--- src/core/srd_pkg.sv ---
/*
 * srd_pkg: constants and types for the sysref divider and power control block.
 * assumes a single 100 MHz system clock; the divider input is a clock-enable pulse.
 */
package srd_pkg;

    // ------------------------------------------------------------------
    // register layout and reset values
    // ------------------------------------------------------------------
    localparam int unsigned RATIO_W            = 7;
    localparam logic        POWER_DOWN_RESET   = 1'h0;
    localparam logic [6:0]  RATIO_RESET        = 7'h2f;

    // field positions inside the ratio setting
    localparam int unsigned FIRST_BIT          = 6;
    localparam int unsigned SECOND_HI          = 5;
    localparam int unsigned SECOND_LO          = 4;
    localparam int unsigned THIRD_HI           = 3;
    localparam int unsigned THIRD_LO           = 2;
    localparam int unsigned LAST_HI            = 1;
    localparam int unsigned LAST_LO            = 0;

    // ------------------------------------------------------------------
    // stage counters
    // ------------------------------------------------------------------
    localparam int unsigned STAGE_CNT_W        = 4;   // largest stage ratio is 16
    localparam int unsigned TOTAL_W            = 13;  // largest total is 4*16*16*5 = 5120

    localparam logic [3:0]  DIV_2              = 4'h2;
    localparam logic [3:0]  DIV_3              = 4'h3;
    localparam logic [3:0]  DIV_4              = 4'h4;
    localparam logic [3:0]  DIV_5              = 4'h5;
    localparam logic [3:0]  DIV_8              = 4'h8;
    localparam logic [3:0]  DIV_16             = 4'hf;  // holds 15; decode takes sixteen from DIV_16_FULL, not from this
    localparam logic [4:0]  DIV_16_FULL        = 5'h10;

    // configuration carried as one struct
    typedef struct packed {
        logic              power_down;
        logic [6:0]        ratio;
    } srd_cfg_t;

endpackage

--- src/core/srd_divider.sv ---
/*
 * srd_divider: sysref power control and four-stage cascaded frequency divider.
 * assumes the divider input clock arrives as a one-cycle enable (CLK_IN_EN) on CLK,
 * and that configuration settings are written by a register port outside this block.
 */
`timescale 1ns/1ns

// How it works
// RULE_01: power-down 1 stops all sysref logic; 0 keeps it running. Code stops counters and outputs only; settings and TOTAL_RATIO still update.
// RULE_02: four cascaded stages; total ratio is product of stage ratios.
// RULE_03: first stage bit 6: 0 divides by 2, 1 by 4.
// RULE_04: middle fields 5:4 and 3:2 give 2, 4, 8, 16 for codes 0..3.
// RULE_05: last field 1:0 gives 2, 3, 4, 5 for codes 0..3.
// RULE_06: software should favour large ratios in late stages when totals tie.
// RULE_07: output period is total ratio times input period; held idle while down. SYSREF_PULSE has that period; SYSREF_OUT toggles, period twice the total.
module srd_divider (
    // clock and reset
    input  wire  logic              CLK,
    input  wire  logic              SYS_RST,
    // configuration write port
    input  wire  logic              CFG_WE,
    input  wire  srd_pkg::srd_cfg_t CFG_WDATA,
    output       srd_pkg::srd_cfg_t CFG_RDATA,
    // divider input and output
    input  wire  logic              CLK_IN_EN,
    output       logic              SYSREF_OUT,
    output       logic              SYSREF_PULSE,
    output       logic              SYSREF_ACTIVE,
    output       logic [srd_pkg::TOTAL_W-1:0] TOTAL_RATIO
);
    import srd_pkg::*;

    // ------------------------------------------------------------------
    // configuration registers
    // ------------------------------------------------------------------
    srd_cfg_t cfg_q, cfg_d;
    // active flag taken from the next settings, so it follows a write at once
    logic     active_q, active_d;

    // write replaces both settings at once
    always_comb begin
        cfg_d = cfg_q;
        if (CFG_WE) begin
            cfg_d = CFG_WDATA;
        end
        active_d = ~cfg_d.power_down;                                 // RULE_01
    end

    always_ff @(posedge CLK) begin
        if (SYS_RST) begin
            cfg_q    <= '{power_down: POWER_DOWN_RESET, ratio: RATIO_RESET};
            active_q <= ~POWER_DOWN_RESET;
        end else begin
            cfg_q    <= cfg_d;
            active_q <= active_d;
        end
    end

    assign CFG_RDATA = cfg_q;

    // ------------------------------------------------------------------
    // stage ratio decode
    // ------------------------------------------------------------------
    localparam int unsigned STAGES = 4;   // four serial stages, fixed by the ratio layout

    logic [4:0] r1, r2, r3, r4;
    logic       first_stage_ratio_bit;
    logic [1:0] second_stage_ratio_field;
    logic [1:0] third_stage_ratio_field;
    logic [1:0] last_stage_ratio_field;

    assign first_stage_ratio_bit    = cfg_q.ratio[FIRST_BIT];
    assign second_stage_ratio_field = cfg_q.ratio[SECOND_HI:SECOND_LO];
    assign third_stage_ratio_field  = cfg_q.ratio[THIRD_HI:THIRD_LO];
    assign last_stage_ratio_field   = cfg_q.ratio[LAST_HI:LAST_LO];

    // first stage: one bit picks two or four; the ratio is kept five bits
    // wide like the others so all stages share one counter shape
    function automatic logic [4:0] first_ratio(input logic code);
        logic [4:0] r;
        r = code ? {1'b0, DIV_4} : {1'b0, DIV_2};
        return r;
    endfunction

    // middle stages: powers of two from two to sixteen
    function automatic logic [4:0] mid_ratio(input logic [1:0] code);
        logic [4:0] r;
        unique case (code)
            2'h0:    r = {1'b0, DIV_2};
            2'h1:    r = {1'b0, DIV_4};
            2'h2:    r = {1'b0, DIV_8};
            default: r = DIV_16_FULL;
        endcase
        return r;
    endfunction

    // last stage: two to five in steps of one, the only odd ratios
    function automatic logic [4:0] last_ratio(input logic [1:0] code);
        logic [4:0] r;
        unique case (code)
            2'h0:    r = {1'b0, DIV_2};
            2'h1:    r = {1'b0, DIV_3};
            2'h2:    r = {1'b0, DIV_4};
            default: r = {1'b0, DIV_5};
        endcase
        return r;
    endfunction

    // product of the four stages for one setting; each stage is at most five
    // bits, so twenty bits hold the product and the cut to the total is exact
    function automatic logic [TOTAL_W-1:0] total_of(input logic [RATIO_W-1:0] ratio);
        logic [19:0] full;
        full = 20'(first_ratio(ratio[FIRST_BIT]))
             * 20'(mid_ratio(ratio[SECOND_HI:SECOND_LO]))
             * 20'(mid_ratio(ratio[THIRD_HI:THIRD_LO]))
             * 20'(last_ratio(ratio[LAST_HI:LAST_LO]));
        return full[TOTAL_W-1:0];
    endfunction

    // per-stage ratio from its field
    always_comb begin
        r1 = first_ratio(first_stage_ratio_bit);                      // RULE_03
        r2 = mid_ratio(second_stage_ratio_field);                     // RULE_04
        r3 = mid_ratio(third_stage_ratio_field);                      // RULE_04
        r4 = last_ratio(last_stage_ratio_field);                      // RULE_05
    end

    // total shown for software, decoded from the next settings and registered,
    // so the port comes from a flop yet changes in the same cycle as the
    // stored settings; costs a second decode of the ratio fields
    logic [TOTAL_W-1:0] total_q, total_d;

    always_comb begin
        total_d = total_of(cfg_d.ratio);                              // RULE_02
    end

    // reset loads the total of the default ratio setting
    always_ff @(posedge CLK) begin
        if (SYS_RST) begin
            total_q <= total_of(RATIO_RESET);
        end else begin
            total_q <= total_d;
        end
    end

    assign TOTAL_RATIO = total_q;

    // ------------------------------------------------------------------
    // cascaded stages: each stage counts the carry of the one before
    // ------------------------------------------------------------------
    // a ratio lowered mid-count can leave a counter above its new limit; the
    // compare below is >= so that counter still wraps on its next carry
    logic [4:0] cnt_q [STAGES];
    logic [4:0] cnt_d [STAGES];
    logic [4:0] ratio_v [STAGES];
    logic       carry [STAGES+1];
    logic       out_q, out_d;

    assign ratio_v[0] = r1;
    assign ratio_v[1] = r2;
    assign ratio_v[2] = r3;
    assign ratio_v[3] = r4;

    // the input enable ripples through; the last carry marks one full period
    always_comb begin
        carry[0] = CLK_IN_EN & ~cfg_q.power_down;                     // RULE_01
        for (int i = 0; i < STAGES; i++) begin
            cnt_d[i]   = cnt_q[i];
            carry[i+1] = 1'b0;
            if (carry[i]) begin                                       // RULE_02
                if (cnt_q[i] >= ratio_v[i] - 5'h1) begin
                    cnt_d[i]   = '0;
                    carry[i+1] = 1'b1;
                end else begin
                    cnt_d[i] = cnt_q[i] + 5'h1;
                end
            end
            if (cfg_q.power_down) begin
                cnt_d[i] = '0;                                        // RULE_07
            end
        end
    end

    // the output flop toggles once per full count, so its period is twice the
    // total; the pulse flop below carries the period equal to the total ratio
    always_comb begin
        out_d = out_q;
        if (cfg_q.power_down) begin
            out_d = 1'b0;                                             // RULE_07
        end else if (carry[4]) begin
            out_d = ~out_q;
        end
    end

    // counters and output flop only register here
    always_ff @(posedge CLK) begin
        if (SYS_RST) begin
            for (int i = 0; i < STAGES; i++) begin
                cnt_q[i] <= '0;
            end
            out_q <= 1'b0;
        end else begin
            cnt_q <= cnt_d;
            out_q <= out_d;
        end
    end

    // ------------------------------------------------------------------
    // outputs
    // ------------------------------------------------------------------
    // pulse flop: high for the one cycle after each full count
    logic pulse_q;

    always_ff @(posedge CLK) begin
        if (SYS_RST) begin
            pulse_q <= 1'b0;
        end else begin
            pulse_q <= carry[4];                                      // RULE_07
        end
    end

    assign SYSREF_OUT    = out_q;
    assign SYSREF_PULSE  = pulse_q;
    assign SYSREF_ACTIVE = active_q;                                  // RULE_01

endmodule

--- config.mk ---
export PLATFORM = sky130hd
export DESIGN_NAME = srd_divider
export DESIGN_NICKNAME = d
export VERILOG_FILES = /design/src/core/srd_pkg.sv /design/src/core/srd_divider.sv
export SDC_FILE = /design/constraint.sdc
export NUM_CORES = 1
export LEC_CHECK = 0
export ABC_CLOCK_PERIOD_IN_PS = 7000
export BUFFER_PORTS_ARGS = -buffer_cell sky130_fd_sc_hd__buf_2
export CAP_MARGIN = 15
export CORE_MARGIN = 2
export CORE_UTILIZATION = 45
export CTS_BUF_LIST = sky130_fd_sc_hd__clkbuf_2 sky130_fd_sc_hd__clkbuf_4 sky130_fd_sc_hd__clkbuf_8
export CTS_CLUSTER_SIZE = 16
export DETAILED_ROUTE_END_ITERATION = 7
export PLACE_DENSITY = 0.63
export SLEW_MARGIN = 20
export SYNTH_ARGS = -nofsm -noshare
export SYNTH_HDL_FRONTEND = slang
export SYNTH_SLANG_ARGS = --single-unit
--- constraint.sdc ---
create_clock -name CLK -period 7 [get_ports CLK]
set_input_delay 0.7 -clock CLK [delete_from_list [all_inputs] [get_ports CLK]]
set_output_delay 0.7 -clock CLK [all_outputs]
set_load 0.02 [all_outputs]
== After elaboration in Yosys (flattened, before gate mapping) ==
Index checks and enable logic that the tools add are counted.
Word-level totals
  bits in registers: 44
  logic and storage cells: 69
  input bits: 12
Operators by class
  magnitude comparators: 4
  multipliers: 3
  multiplexer cells: 21
  add/sub/neg operators: 8
  bitwise operators: 4
  reductions and logical operators: 7
  eq/ne operators: 12
Operators with widths (count)
  $pmux W5 S3: 4
  $add A5 B1 Y5 const B: 4
  $ge A5 B5 Y1: 4
  $mux W5: 4
  $pmux W3 S3: 2
  $sub A5 B1 Y5 const B: 3
  $mul A13 B5 Y13: 1
  $mul A8 B5 Y13: 1
  $eq A2 B1 Y1 const B: 6
  $eq A2 B2 Y1 const B: 6
  $logic_not A2 Y1: 6
  $mul A3 B5 Y8: 1
  $mux W1: 8
  $mux W8: 1
  $mux W3: 2
  $sub A3 B1 Y4 const B: 1
  $not A1 Y1: 3
  $reduce_or A2 Y1: 1
  $and A1 B1 Y1: 1

== Longest topological paths before layout ==
Gate-level depths: netlist (run 1).
  word-level depth: 8
  depth in mapped cells: 26

== Worst setup path after synthesis (run 1) ==
No wires, ideal clock.
  kind: in2reg
  from: input port CFG_WE
  to: register total_q[12], in the netlist TOTAL_RATIO[12]
  setup slack: 819 ps
  data arrival time: 6060 ps
  cell stages on the path: 26
  cell sequence: buf_6 > clkbuf_1 > buf_2 > nor2_1 > a31oi_1 > nor2_1 > ha_1 > xnor2_1 > or2_2 > fa_1 > fa_1 > inv_1 > ha_1 > ha_1 > a21oi_1 > xor2_1 > or2b_1 > fa_1 > inv_1 > ha_1 > inv_1 > nor2_1 > a21oi_1 > a21oi_1 > xnor2_1 > mux2_4
Between the ends
  cells in the longest elaborated chain, start to end: 6
  elaborated cells between the ends (all ways): 17
Ends and longest elaborated chain
  from (decl): RTL line srd_divider.sv:21  | input wire logic CFG_WE,
  $mux W8 (*): RTL line srd_divider.sv:43  | if (CFG_WE) begin
  $eq A2 B2 Y1, or another cell as far along: RTL line srd_divider.sv:88  | unique case (code)
  $pmux W5 S3: RTL line srd_divider.sv:88
  $mul A3 B5 Y8: RTL line srd_divider.sv:114  | * 20'(mid_ratio(ratio[SECOND_HI:SECOND_LO]))
  $mul A8 B5 Y13: RTL line srd_divider.sv:115  | * 20'(mid_ratio(ratio[THIRD_HI:THIRD_LO]))
  $mul A13 B5 Y13 (*): RTL line srd_divider.sv:116  | * 20'(last_ratio(ratio[LAST_HI:LAST_LO]));
  to (signal assigned): RTL line srd_divider.sv:140  | total_q <= total_of(RATIO_RESET);
  to (signal assigned): RTL line srd_divider.sv:142  | total_q <= total_d;
  to (decl): RTL line srd_divider.sv:131  | logic [TOTAL_W-1:0] total_q, total_d;
Mark *: on every way between the ends. The rest lies on a longest branch, timed or not.
A chain may end at the register's enable or synchronous reset.

== Worst setup path after layout (run 1) ==
Same ends and word-level chain as after synthesis.

==> reports/results.md, run 1 <==
| Group | Quantity | Value |
|:---|:---|:---|
| setup path | Endpoint kind of the worst setup timing path | flop |
| detailed routing | Starting DRC count in detailed routing | 66 |
| setup path | Arrival time reported for the critical path endpoint | 6.14 ns |
| global route | Global-route wire length before repair | 12000 µm |
| flow run | Max cap viols | 0 |
| global route | Antenna violations before repair | 0 |
| hold path | Worst-case hold path end point | cnt_q[3] |
| final layout | Synthesis-to-finish area growth | 10.7% |
| detailed routing | Detail-routed via count per cell | 5.06 |
| final layout | Fraction of layout instances using a drive strength above 1 | 12.0% |
| setup path | Type of the worst setup path | input pin to flop |
| setup path | Master of the slowest instance on the critical path | sky130_fd_sc_hd__fa_1 |
| hold path | Worst hold stages | 2 |
| hold path | Hold crit path type | flop to flop |
| setup path | Beginning of the worst register-to-register path | CFG_RDATA[4] |
| detailed routing | Count of nets left with antenna violations after detail routing | 0 |
| sta | Post-route minimum period | 5.96 ns |
| final layout | Antenna diode count | 0 |
| clock network | Number of buffers created by CTS | 5 |
| global route | Pin count of the biggest net entering global routing | 26 |
| sta | Unrepaired setup endpoints after global routing | false |
| yosys | Dominant register cell in the synthesized netlist | sky130_fd_sc_hd__dfxtp_1 |
| sta | Portion of the clock cycle consumed by the worst path in the final layout | 85.1% |
| clock network | Number of buffers on the longest clock path | 2 |
| clock network | Clock slew seen by the registers of the worst setup and hold paths | 0.08 ns |
| sta | Final Hold Fails | 0 |
| floorplanning | Placeable core region | 7650 µm² |
| final layout | Leading cell types in the layout, fill and taps excluded | sky130_fd_sc_hd__nor2_1, sky130_fd_sc_hd__ha_1, sky130_fd_sc_hd__dfxtp_1 |
| pwr | Worst-case vdd ir drop | 70.7 µV |
| clock network | Clock Sink Count | 41 |
| floorplanning | Io pins | 36 |
| yosys | Area of the mapped netlist | 3520 µm² |
| placed design | Port Buffer Count | 32 |
| detailed routing | DRC violations left | 0 |
| setup path | Startpoint type of the worst setup path | input pin |
| floorplanning | Horizontal die dimension | 92.4 µm |
| clock network | Number of post-CTS setup repair buffers | 0 |
| setup path | CP cell instances | buf_2 -> buf_4 -> nor2_1 -> a21oi_1 -> nor2_1 -> fa_1 -> nor2b_1 -> fa_1 -> fa_1 -> ha_1 -> ha_1 -> a21o_1 -> a21oi_1 -> xor2_1 -> or2b_1 -> fa_1 -> inv_1 -> ha_1 -> inv_1 -> nor2_1 -> a21oi_1 -> a21oi_1 -> xnor2_1 -> mux2_4 |
| yosys | Synthesized area divided by synthesized cell count | 8.33 µm² |
| detailed routing | Final WL | 6780 µm |
| setup path | Data required time at the worst endpoint | 7.18 ns |
| sta | Worst rel slew slack | 54.1% |
| setup path | Crit path launch | CFG_WE |
| yosys | FF+latch count, synth | 41 |
| pwr | Power consumption | 0.723 mW |
| clock network | Cts repair resizes | 0 |
| yosys | Portion of the post-synthesis area used by sequential elements | 23.3% |
| clock network | Clock tree from TritonCTS | yes |
| global route | Vias in the first global route | 2640 |
| pwr | Leakage | 1.93 nW |
| setup path | Worst-path maximum fanout | 25 |
| final layout | Leading cell type in the layout, fill and taps excluded | sky130_fd_sc_hd__nor2_1 |
| floorplanning | Placement Rows | 32 |
| final layout | Total Nets Final | 536 |
| clock network | Number of buffers inserted for hold repair after clock tree synthesis | 0 |
| placed design | GP Congestion | 0.784 |
| sta | Fmax | 168 MHz |
| floorplanning | Overall die area | 8540 µm² |
| yosys | Number of flops mapped to enable cells by yosys | 0 |
| sta | Setup violations, final | 0 |
| yosys | Synth cell types | 50 |
| sta | Max-slew violation count | 0 |
| sta | Final TNS setup | 0 ns |
| yosys | Synth Warn # | 0 |
| sta | Tightest Pin Transition | 0.669 ns |
| placed design | Placed wire-length estimate after detailed placement | 5460 µm |
| setup path | Worst reg2reg setup slack | 1.22 ns |
| yosys | Share of synthesized flip-flops with an asynchronous set or reset | 0% |
| pwr | Power per Cell Area | 186 nW/µm² |
| detailed routing | TritonRoute pass-1 iters | 4 |
| setup path | R2R cell count | 23 |
| clock network | CTS H-Tree Depth | 2 |
| floorplanning | Initial Util | 46.0% |
| clock network | Master cell of the clock root buffer | sky130_fd_sc_hd__clkbuf_8 |
| yosys | Count of mapped cells out of synthesis | 422 |
| setup path | Max incr delay on CP | 0.54 ns |
| final layout | Fillcell total | 739 |
| setup path | Endpoint of the worst register-to-register path | TOTAL_RATIO[12] |
| detailed routing | Total number of vias | 2834 |
| sta | Maximum clock skew at final layout | 0.00871 ns |
| global route | Tot GR Track Use | 16.9% |
| outcome | Status | finished clean |
| floorplanning | Die extent in y | 92.4 µm |
| clock network | Source-to-sink clock delay at the later pin of the worst-skew pair | 0.29 ns |
| hold path | Worst Min Path Start | cnt_q[3] |
| detailed routing | Wire length per cell after detailed routing | 12.1 µm |
| global route | Total congestion overflow | 0 |
## flip-flops by register name, indices dropped and copies added (netlist names), named ones only
signal / cells
CFG_RDATA: 7
SYSREF_ACTIVE: 1
SYSREF_OUT: 1
cnt_q: 20
SYSREF_PULSE: 1
TOTAL_RATIO: 10
## worst max-delay path by stage
stage,slack (ns),depth (start not counted),to
6_report,1.04,24,TOTAL_RATIO[12]
5_1_grt,0.69,24,TOTAL_RATIO[12]
4_1_cts,1.05,23,TOTAL_RATIO[12]
3_5_place_dp,0.74,23,TOTAL_RATIO[12]
3_3_place_gp,0.79,24,TOTAL_RATIO[12]
2_1_floorplan,0.82,26,TOTAL_RATIO[12]
## routing by layer
layer	part of all wire [%]	GRT usage [%]
met1	51	23.7
met2	46	27.6
met3	2.2	1.79
met4	0.93	4.48
met5	0	0
## synth_stat cells, types with 3 or more instances
library cell,number,area (µm²)
sky130_fd_sc_hd__a21o_1,6,45.0
sky130_fd_sc_hd__a21oi_1,26,130
sky130_fd_sc_hd__a31oi_1,3,18.8
sky130_fd_sc_hd__and2_1,4,25.0
sky130_fd_sc_hd__and3_1,7,43.8
sky130_fd_sc_hd__buf_4,3,22.5
sky130_fd_sc_hd__clkbuf_1,5,18.8
sky130_fd_sc_hd__dfxtp_1,41,821
sky130_fd_sc_hd__fa_1,18,360
sky130_fd_sc_hd__ha_1,49,613
sky130_fd_sc_hd__inv_1,37,139
sky130_fd_sc_hd__mux2i_1,7,70.1
sky130_fd_sc_hd__nand2_1,34,128
sky130_fd_sc_hd__nand2b_1,13,81.3
sky130_fd_sc_hd__nand3_1,10,50.1
sky130_fd_sc_hd__nand4_1,3,18.8
sky130_fd_sc_hd__nor2_1,56,210
sky130_fd_sc_hd__nor2b_1,12,75.1
sky130_fd_sc_hd__nor3_1,10,50.1
sky130_fd_sc_hd__o21a_1,5,37.5
sky130_fd_sc_hd__o21ai_0,12,60.1
sky130_fd_sc_hd__or2_2,7,43.8
sky130_fd_sc_hd__or3_1,3,18.8
sky130_fd_sc_hd__xnor2_1,7,61.3
sky130_fd_sc_hd__xor2_1,10,87.6
## power breakdown
part / leakage [nW] / switching, mW / internal [mW]
registers: 0.334 / 0.0101 / 0.251
logic: 1.54 / 0.153 / 0.108
clock network: 0.0574 / 0.0841 / 0.116
## stage by stage
stage	hold WS (ns)	utilization (%)	instance area [µm²]	worst slack, ns	std cells
floorplan	0.432	-	3540	0.819	428
global route	0.505	50.9	3890	0.686	560
global placement	0.445	49.3	3770	0.785	552
finish	0.472	50.9	3890	1.04	560
detailed placement	0.458	49.3	3770	0.741	552
CTS	0.470	50.9	3890	1.05	560
## final cells by class
type | instances | area [µm²] | share of cell area, %
clock inverters | 2 | 37.5 | 0.965
multi-input cells | 339 | 2520 | 64.7
clock buffers | 6 | 82.6 | 2.12
inverters | 37 | 139 | 3.57
well taps | 102 | 128 | 3.28
repair buffers | 33 | 168 | 4.31
flip-flops and latches | 41 | 821 | 21.1
## worst max-delay path, delay by kind of cell
family	cells	cell delay [ns]
AO/OA/AOI/OAI	5	0.80
XOR/XNOR	2	0.32
adder cells (fa/ha/maj)	7	2.88
buffers and inverters	4	0.49
multiplexers	1	0.31
AND/OR/NAND/NOR	5	0.64
## cell families (layout without fill, tap and decap cells)
group	Yosys count	count (layout)	synth area share (%)
adders and majority gates	67	67	27.7
muxes	10	10	3.17
and+or+nand+nor	171	171	23.9
DFF	41	41	23.3
buffers and inverters	48	78	5.73
xor gates and xnor gates	17	17	4.23
AOI/OAI and AO/OA	67	67	11.8
other	1	7	0.107
No activity file was read; power rests on OpenSTA's default activity.
==> inputs of run 2 (changes only) <==
- PLACE_DENSITY: 0.63 -> not set
- PLACE_DENSITY_LB_ADDON: not set -> 0.08
- RECOVER_POWER: not set -> 25
==> reports/results.md, run 2 (same netlist as run 1, synthesis figures left out) <==
| Group | Quantity | Value | Delta |
|:---|:---|:---|:---|
| outcome | Status | finished clean |  |
| detailed routing | TritonRoute pass-1 iters | 4 | unchanged |
| global route | Antenna violations before repair | 0 | unchanged |
| final layout | Biggest register | cnt_q |  |
| global route | Pin count of the biggest net entering global routing | 26 | unchanged |
| pwr | Power per Cell Area | 176 nW/µm² | -5.0% |
| placed design | Pre-CTS setup slack | 0.684 ns | -0.0575 ns |
| clock network | Clock Sink Count | 41 | unchanged |
| sta | Post-route minimum period | 6.05 ns | +0.0935 ns |
| sta | Maximum clock skew at final layout | 0.00425 ns | -0.00445 ns |
| setup path | R2R cell count | 22 | -4.3% |
| global route | Global-route wire length before repair | 12200 µm | +1.6% |
| floorplanning | Overall die area | 8540 µm² | unchanged |
| setup path | Cell type group with the largest total delay on the critical path | adder cells |  |
| detailed routing | Starting DRC count in detailed routing | 90 | +36% |
| sta | Portion of the clock cycle consumed by the worst path in the final layout | 86.4% | +1.3 points |
| setup path | Worst-path maximum fanout | 25 | unchanged |
| placed design | Placed wire-length estimate after detailed placement | 5500 µm | +0.68% |
| setup path | Type of the worst setup path | input pin to flop |  |
| final layout | Leading cell types in the layout, fill and taps excluded | sky130_fd_sc_hd__nor2_1, sky130_fd_sc_hd__ha_1, sky130_fd_sc_hd__dfxtp_1 |  |
| floorplanning | Horizontal die dimension | 92.4 µm | unchanged |
| final layout | Leading cell type in the layout, fill and taps excluded | sky130_fd_sc_hd__nor2_1 |  |
| final layout | Synthesis-to-finish area growth | 9.40% |  |
| clock network | Clock tree from TritonCTS | yes |  |
| placed design | # placed instances | 552 | unchanged |
| final layout | Layout Cells excl Fill | 560 | unchanged |
| pwr | Leakage | 1.89 nW | -2.3% |
| detailed routing | Detail-routed via count per cell | 5.12 | +1.2% |
| floorplanning | Placement Rows | 32 | unchanged |
| floorplanning | Placeable core region | 7650 µm² | unchanged |
| clock network | Source-to-sink clock delay at the later pin of the worst-skew pair | 0.30 ns | about the same |
| setup path | Buf/Inv on CP | 3 | -1 |
| setup path | Crit-path most repeated cell | sky130_fd_sc_hd__fa_1 |  |
| hold path | Worst hold stages | 2 | unchanged |
| floorplanning | Die extent in y | 92.4 µm | unchanged |
| global route | Tot GR Track Use | 17.4% | +0.50 points |
| pwr | Switching Fraction | 37.1% | +3.0 points |
| setup path | Startpoint type of the worst setup path | input pin |  |
| pwr | Power consumption | 0.679 mW | -6.1% |
| final layout | Flip-flop count of the largest register after layout | 20 | unchanged |
| placed design | Post-DP Area | 3770 µm² | unchanged |
| setup path | Data required time at the worst endpoint | 7.19 ns | about the same |
| final layout | Antenna diode count | 0 | unchanged |
| clock network | Master cell of the clock root buffer | sky130_fd_sc_hd__clkbuf_8 |  |
| clock network | Number of buffers on the longest clock path | 2 | unchanged |
| clock network | Number of buffers inserted for hold repair after clock tree synthesis | 0 | unchanged |
| final layout | Fraction of layout instances using a drive strength above 1 | 10.0% | -2.0 points |
| global route | Vias in the first global route | 2682 | +1.6% |
| clock network | Clock slew seen by the registers of the worst setup and hold paths | 0.08 ns | about the same |
| clock network | Cts repair resizes | 0 | unchanged |
| detailed routing | DRC violations left | 0 | unchanged |
| detailed routing | Total number of vias | 2868 | +1.2% |
| pwr | Sw Pwr | 0.252 mW | +2.1% |
| sta | Fmax | 165 MHz | -1.5% |
| final layout | Total Nets Final | 536 | unchanged |
| pwr | Sequential group share of total power | 38.5% | +2.3 points |
| final layout | Layout Utilization | 50.3% | -0.59 points |
| pwr | Combinational share of power | 38.4% | +2.3 points |
| sta | Final Hold Fails | 0 | unchanged |
| clock network | Number of buffers created by CTS | 5 | unchanged |
| setup path | Endpoint kind of the worst setup timing path | flop |  |
| sta | Final hold slack | 0.458 ns | -0.0138 ns |
| detailed routing | Count of nets left with antenna violations after detail routing | 0 | unchanged |
| setup path | Arrival time reported for the critical path endpoint | 6.24 ns | +0.10 ns |
| pwr | Clock share of power | 23.1% | -4.6 points |
| final layout | Final standard cell area without fillers | 3850 µm² | -1.2% |
| detailed routing | Wire length per cell after detailed routing | 12.3 µm | +2.0% |
| pwr | Int Pwr | 0.427 mW | -10% |
| floorplanning | Io pins | 36 | unchanged |
| sta | Final worst setup slack | 0.951 ns | -0.0935 ns |
| setup path | Max incr delay on CP | 0.56 ns | +0.02 ns |
| sta | Tightest Pin Transition | 0.689 ns | +0.0195 ns |
| detailed routing | Final WL | 6910 µm | +2.0% |
| sta | Final TNS setup | 0 ns | unchanged |
| setup path | Worst reg2reg setup slack | 1.19 ns | -0.03 ns |
| sta | Worst rel slew slack | 52.8% | -1.3 points |
| sta | Unrepaired setup endpoints after global routing | false |  |
| global route | Total congestion overflow | 0 | unchanged |
| placed design | GP Congestion | 0.816 | +4.1% |
| setup path | CP cell instances | clkbuf_1 -> buf_4 -> nor2_1 -> a21oi_1 -> nor2_1 -> fa_1 -> nor2b_1 -> fa_1 -> fa_1 -> ha_1 -> inv_1 -> fa_1 -> nand2b_1 -> a21oi_1 -> xnor2_1 -> nor2_1 -> fa_1 -> ha_1 -> o21a_1 -> nor2_1 -> a21oi_1 -> xnor2_1 -> mux2_4 |  |
| clock network | Number of post-CTS setup repair buffers | 0 | unchanged |
| clock network | CTS H-Tree Depth | 2 | unchanged |
| placed design | Port Buffer Count | 32 | unchanged |
| pwr | Worst-case vdd ir drop | 93.8 µV | +33% |
| setup path | Number of cells on the critical path | 23 | -4.2% |
| sta | Max-slew violation count | 0 | unchanged |
| hold path | Hold crit path type | flop to flop |  |
| sta | Setup violations, final | 0 | unchanged |
| floorplanning | Initial Util | 46.0% | unchanged |
| setup path | Master of the slowest instance on the critical path | sky130_fd_sc_hd__fa_1 |  |
| flow run | Max cap viols | 0 | unchanged |
run 2: changes by cell type in the layout (fill, tap and decap cells not counted):
cell                        previous run  this run
sky130_fd_sc_hd__clkinv_2              0         2
sky130_fd_sc_hd__clkbuf_1              0         9
sky130_fd_sc_hd__buf_2                32        23
sky130_fd_sc_hd__clkbuf_8              6         5
sky130_fd_sc_hd__bufinv_16             1         0
run 2: worst paths after layout:
| check | from | to |
|---|---|---|
| setup / recovery | CFG_WE | TOTAL_RATIO[12] |
| hold / removal | cnt_q[3] | cnt_q[3] |
| setup reg to reg | CFG_RDATA[4] | TOTAL_RATIO[12] |
| hold reg to reg | cnt_q[3] | cnt_q[3] |
run 2: metal layers:
metal / track usage (%) / part of all wire (%)
met1: 23.1 / 46
met2: 28.9 / 49
met3: 2.52 / 3.1
met4: 5.72 / 1.3
met5: 0 / 0
run 2: power by group through the flow:
stage / clock (mW) / sequential, mW / combinational, mW
floorplan: 0 / 0.287 / 0.186
finish: 0.157 / 0.262 / 0.261
global placement: 0 / 0.267 / 0.264
CTS: 0.163 / 0.262 / 0.267
global route: 0.172 / 0.265 / 0.302
detailed placement: 0 / 0.267 / 0.267
run 2: worst register-to-register path, delay by kind of cell, from the launching register on:
kind            cells  cell delay (ns)
buf+inv             1             0.06
simple gates        6             0.67
flops               1             0.49
xor+xnor            3             0.55
mux                 1             0.31
compound gates      4             0.55
fa+ha+maj           7             3.10
run 2: layout make-up:
type | count | area [µm²]
Clock buffer | 5 | 68.8
Multi-Input combinational cell | 339 | 2520
Inverter | 37 | 139
Fill cell | 801 | 3800
Sequential cell | 41 | 821
Timing Repair Buffer | 33 | 156
Clock inverter | 3 | 17.5
Tap cell | 102 | 128
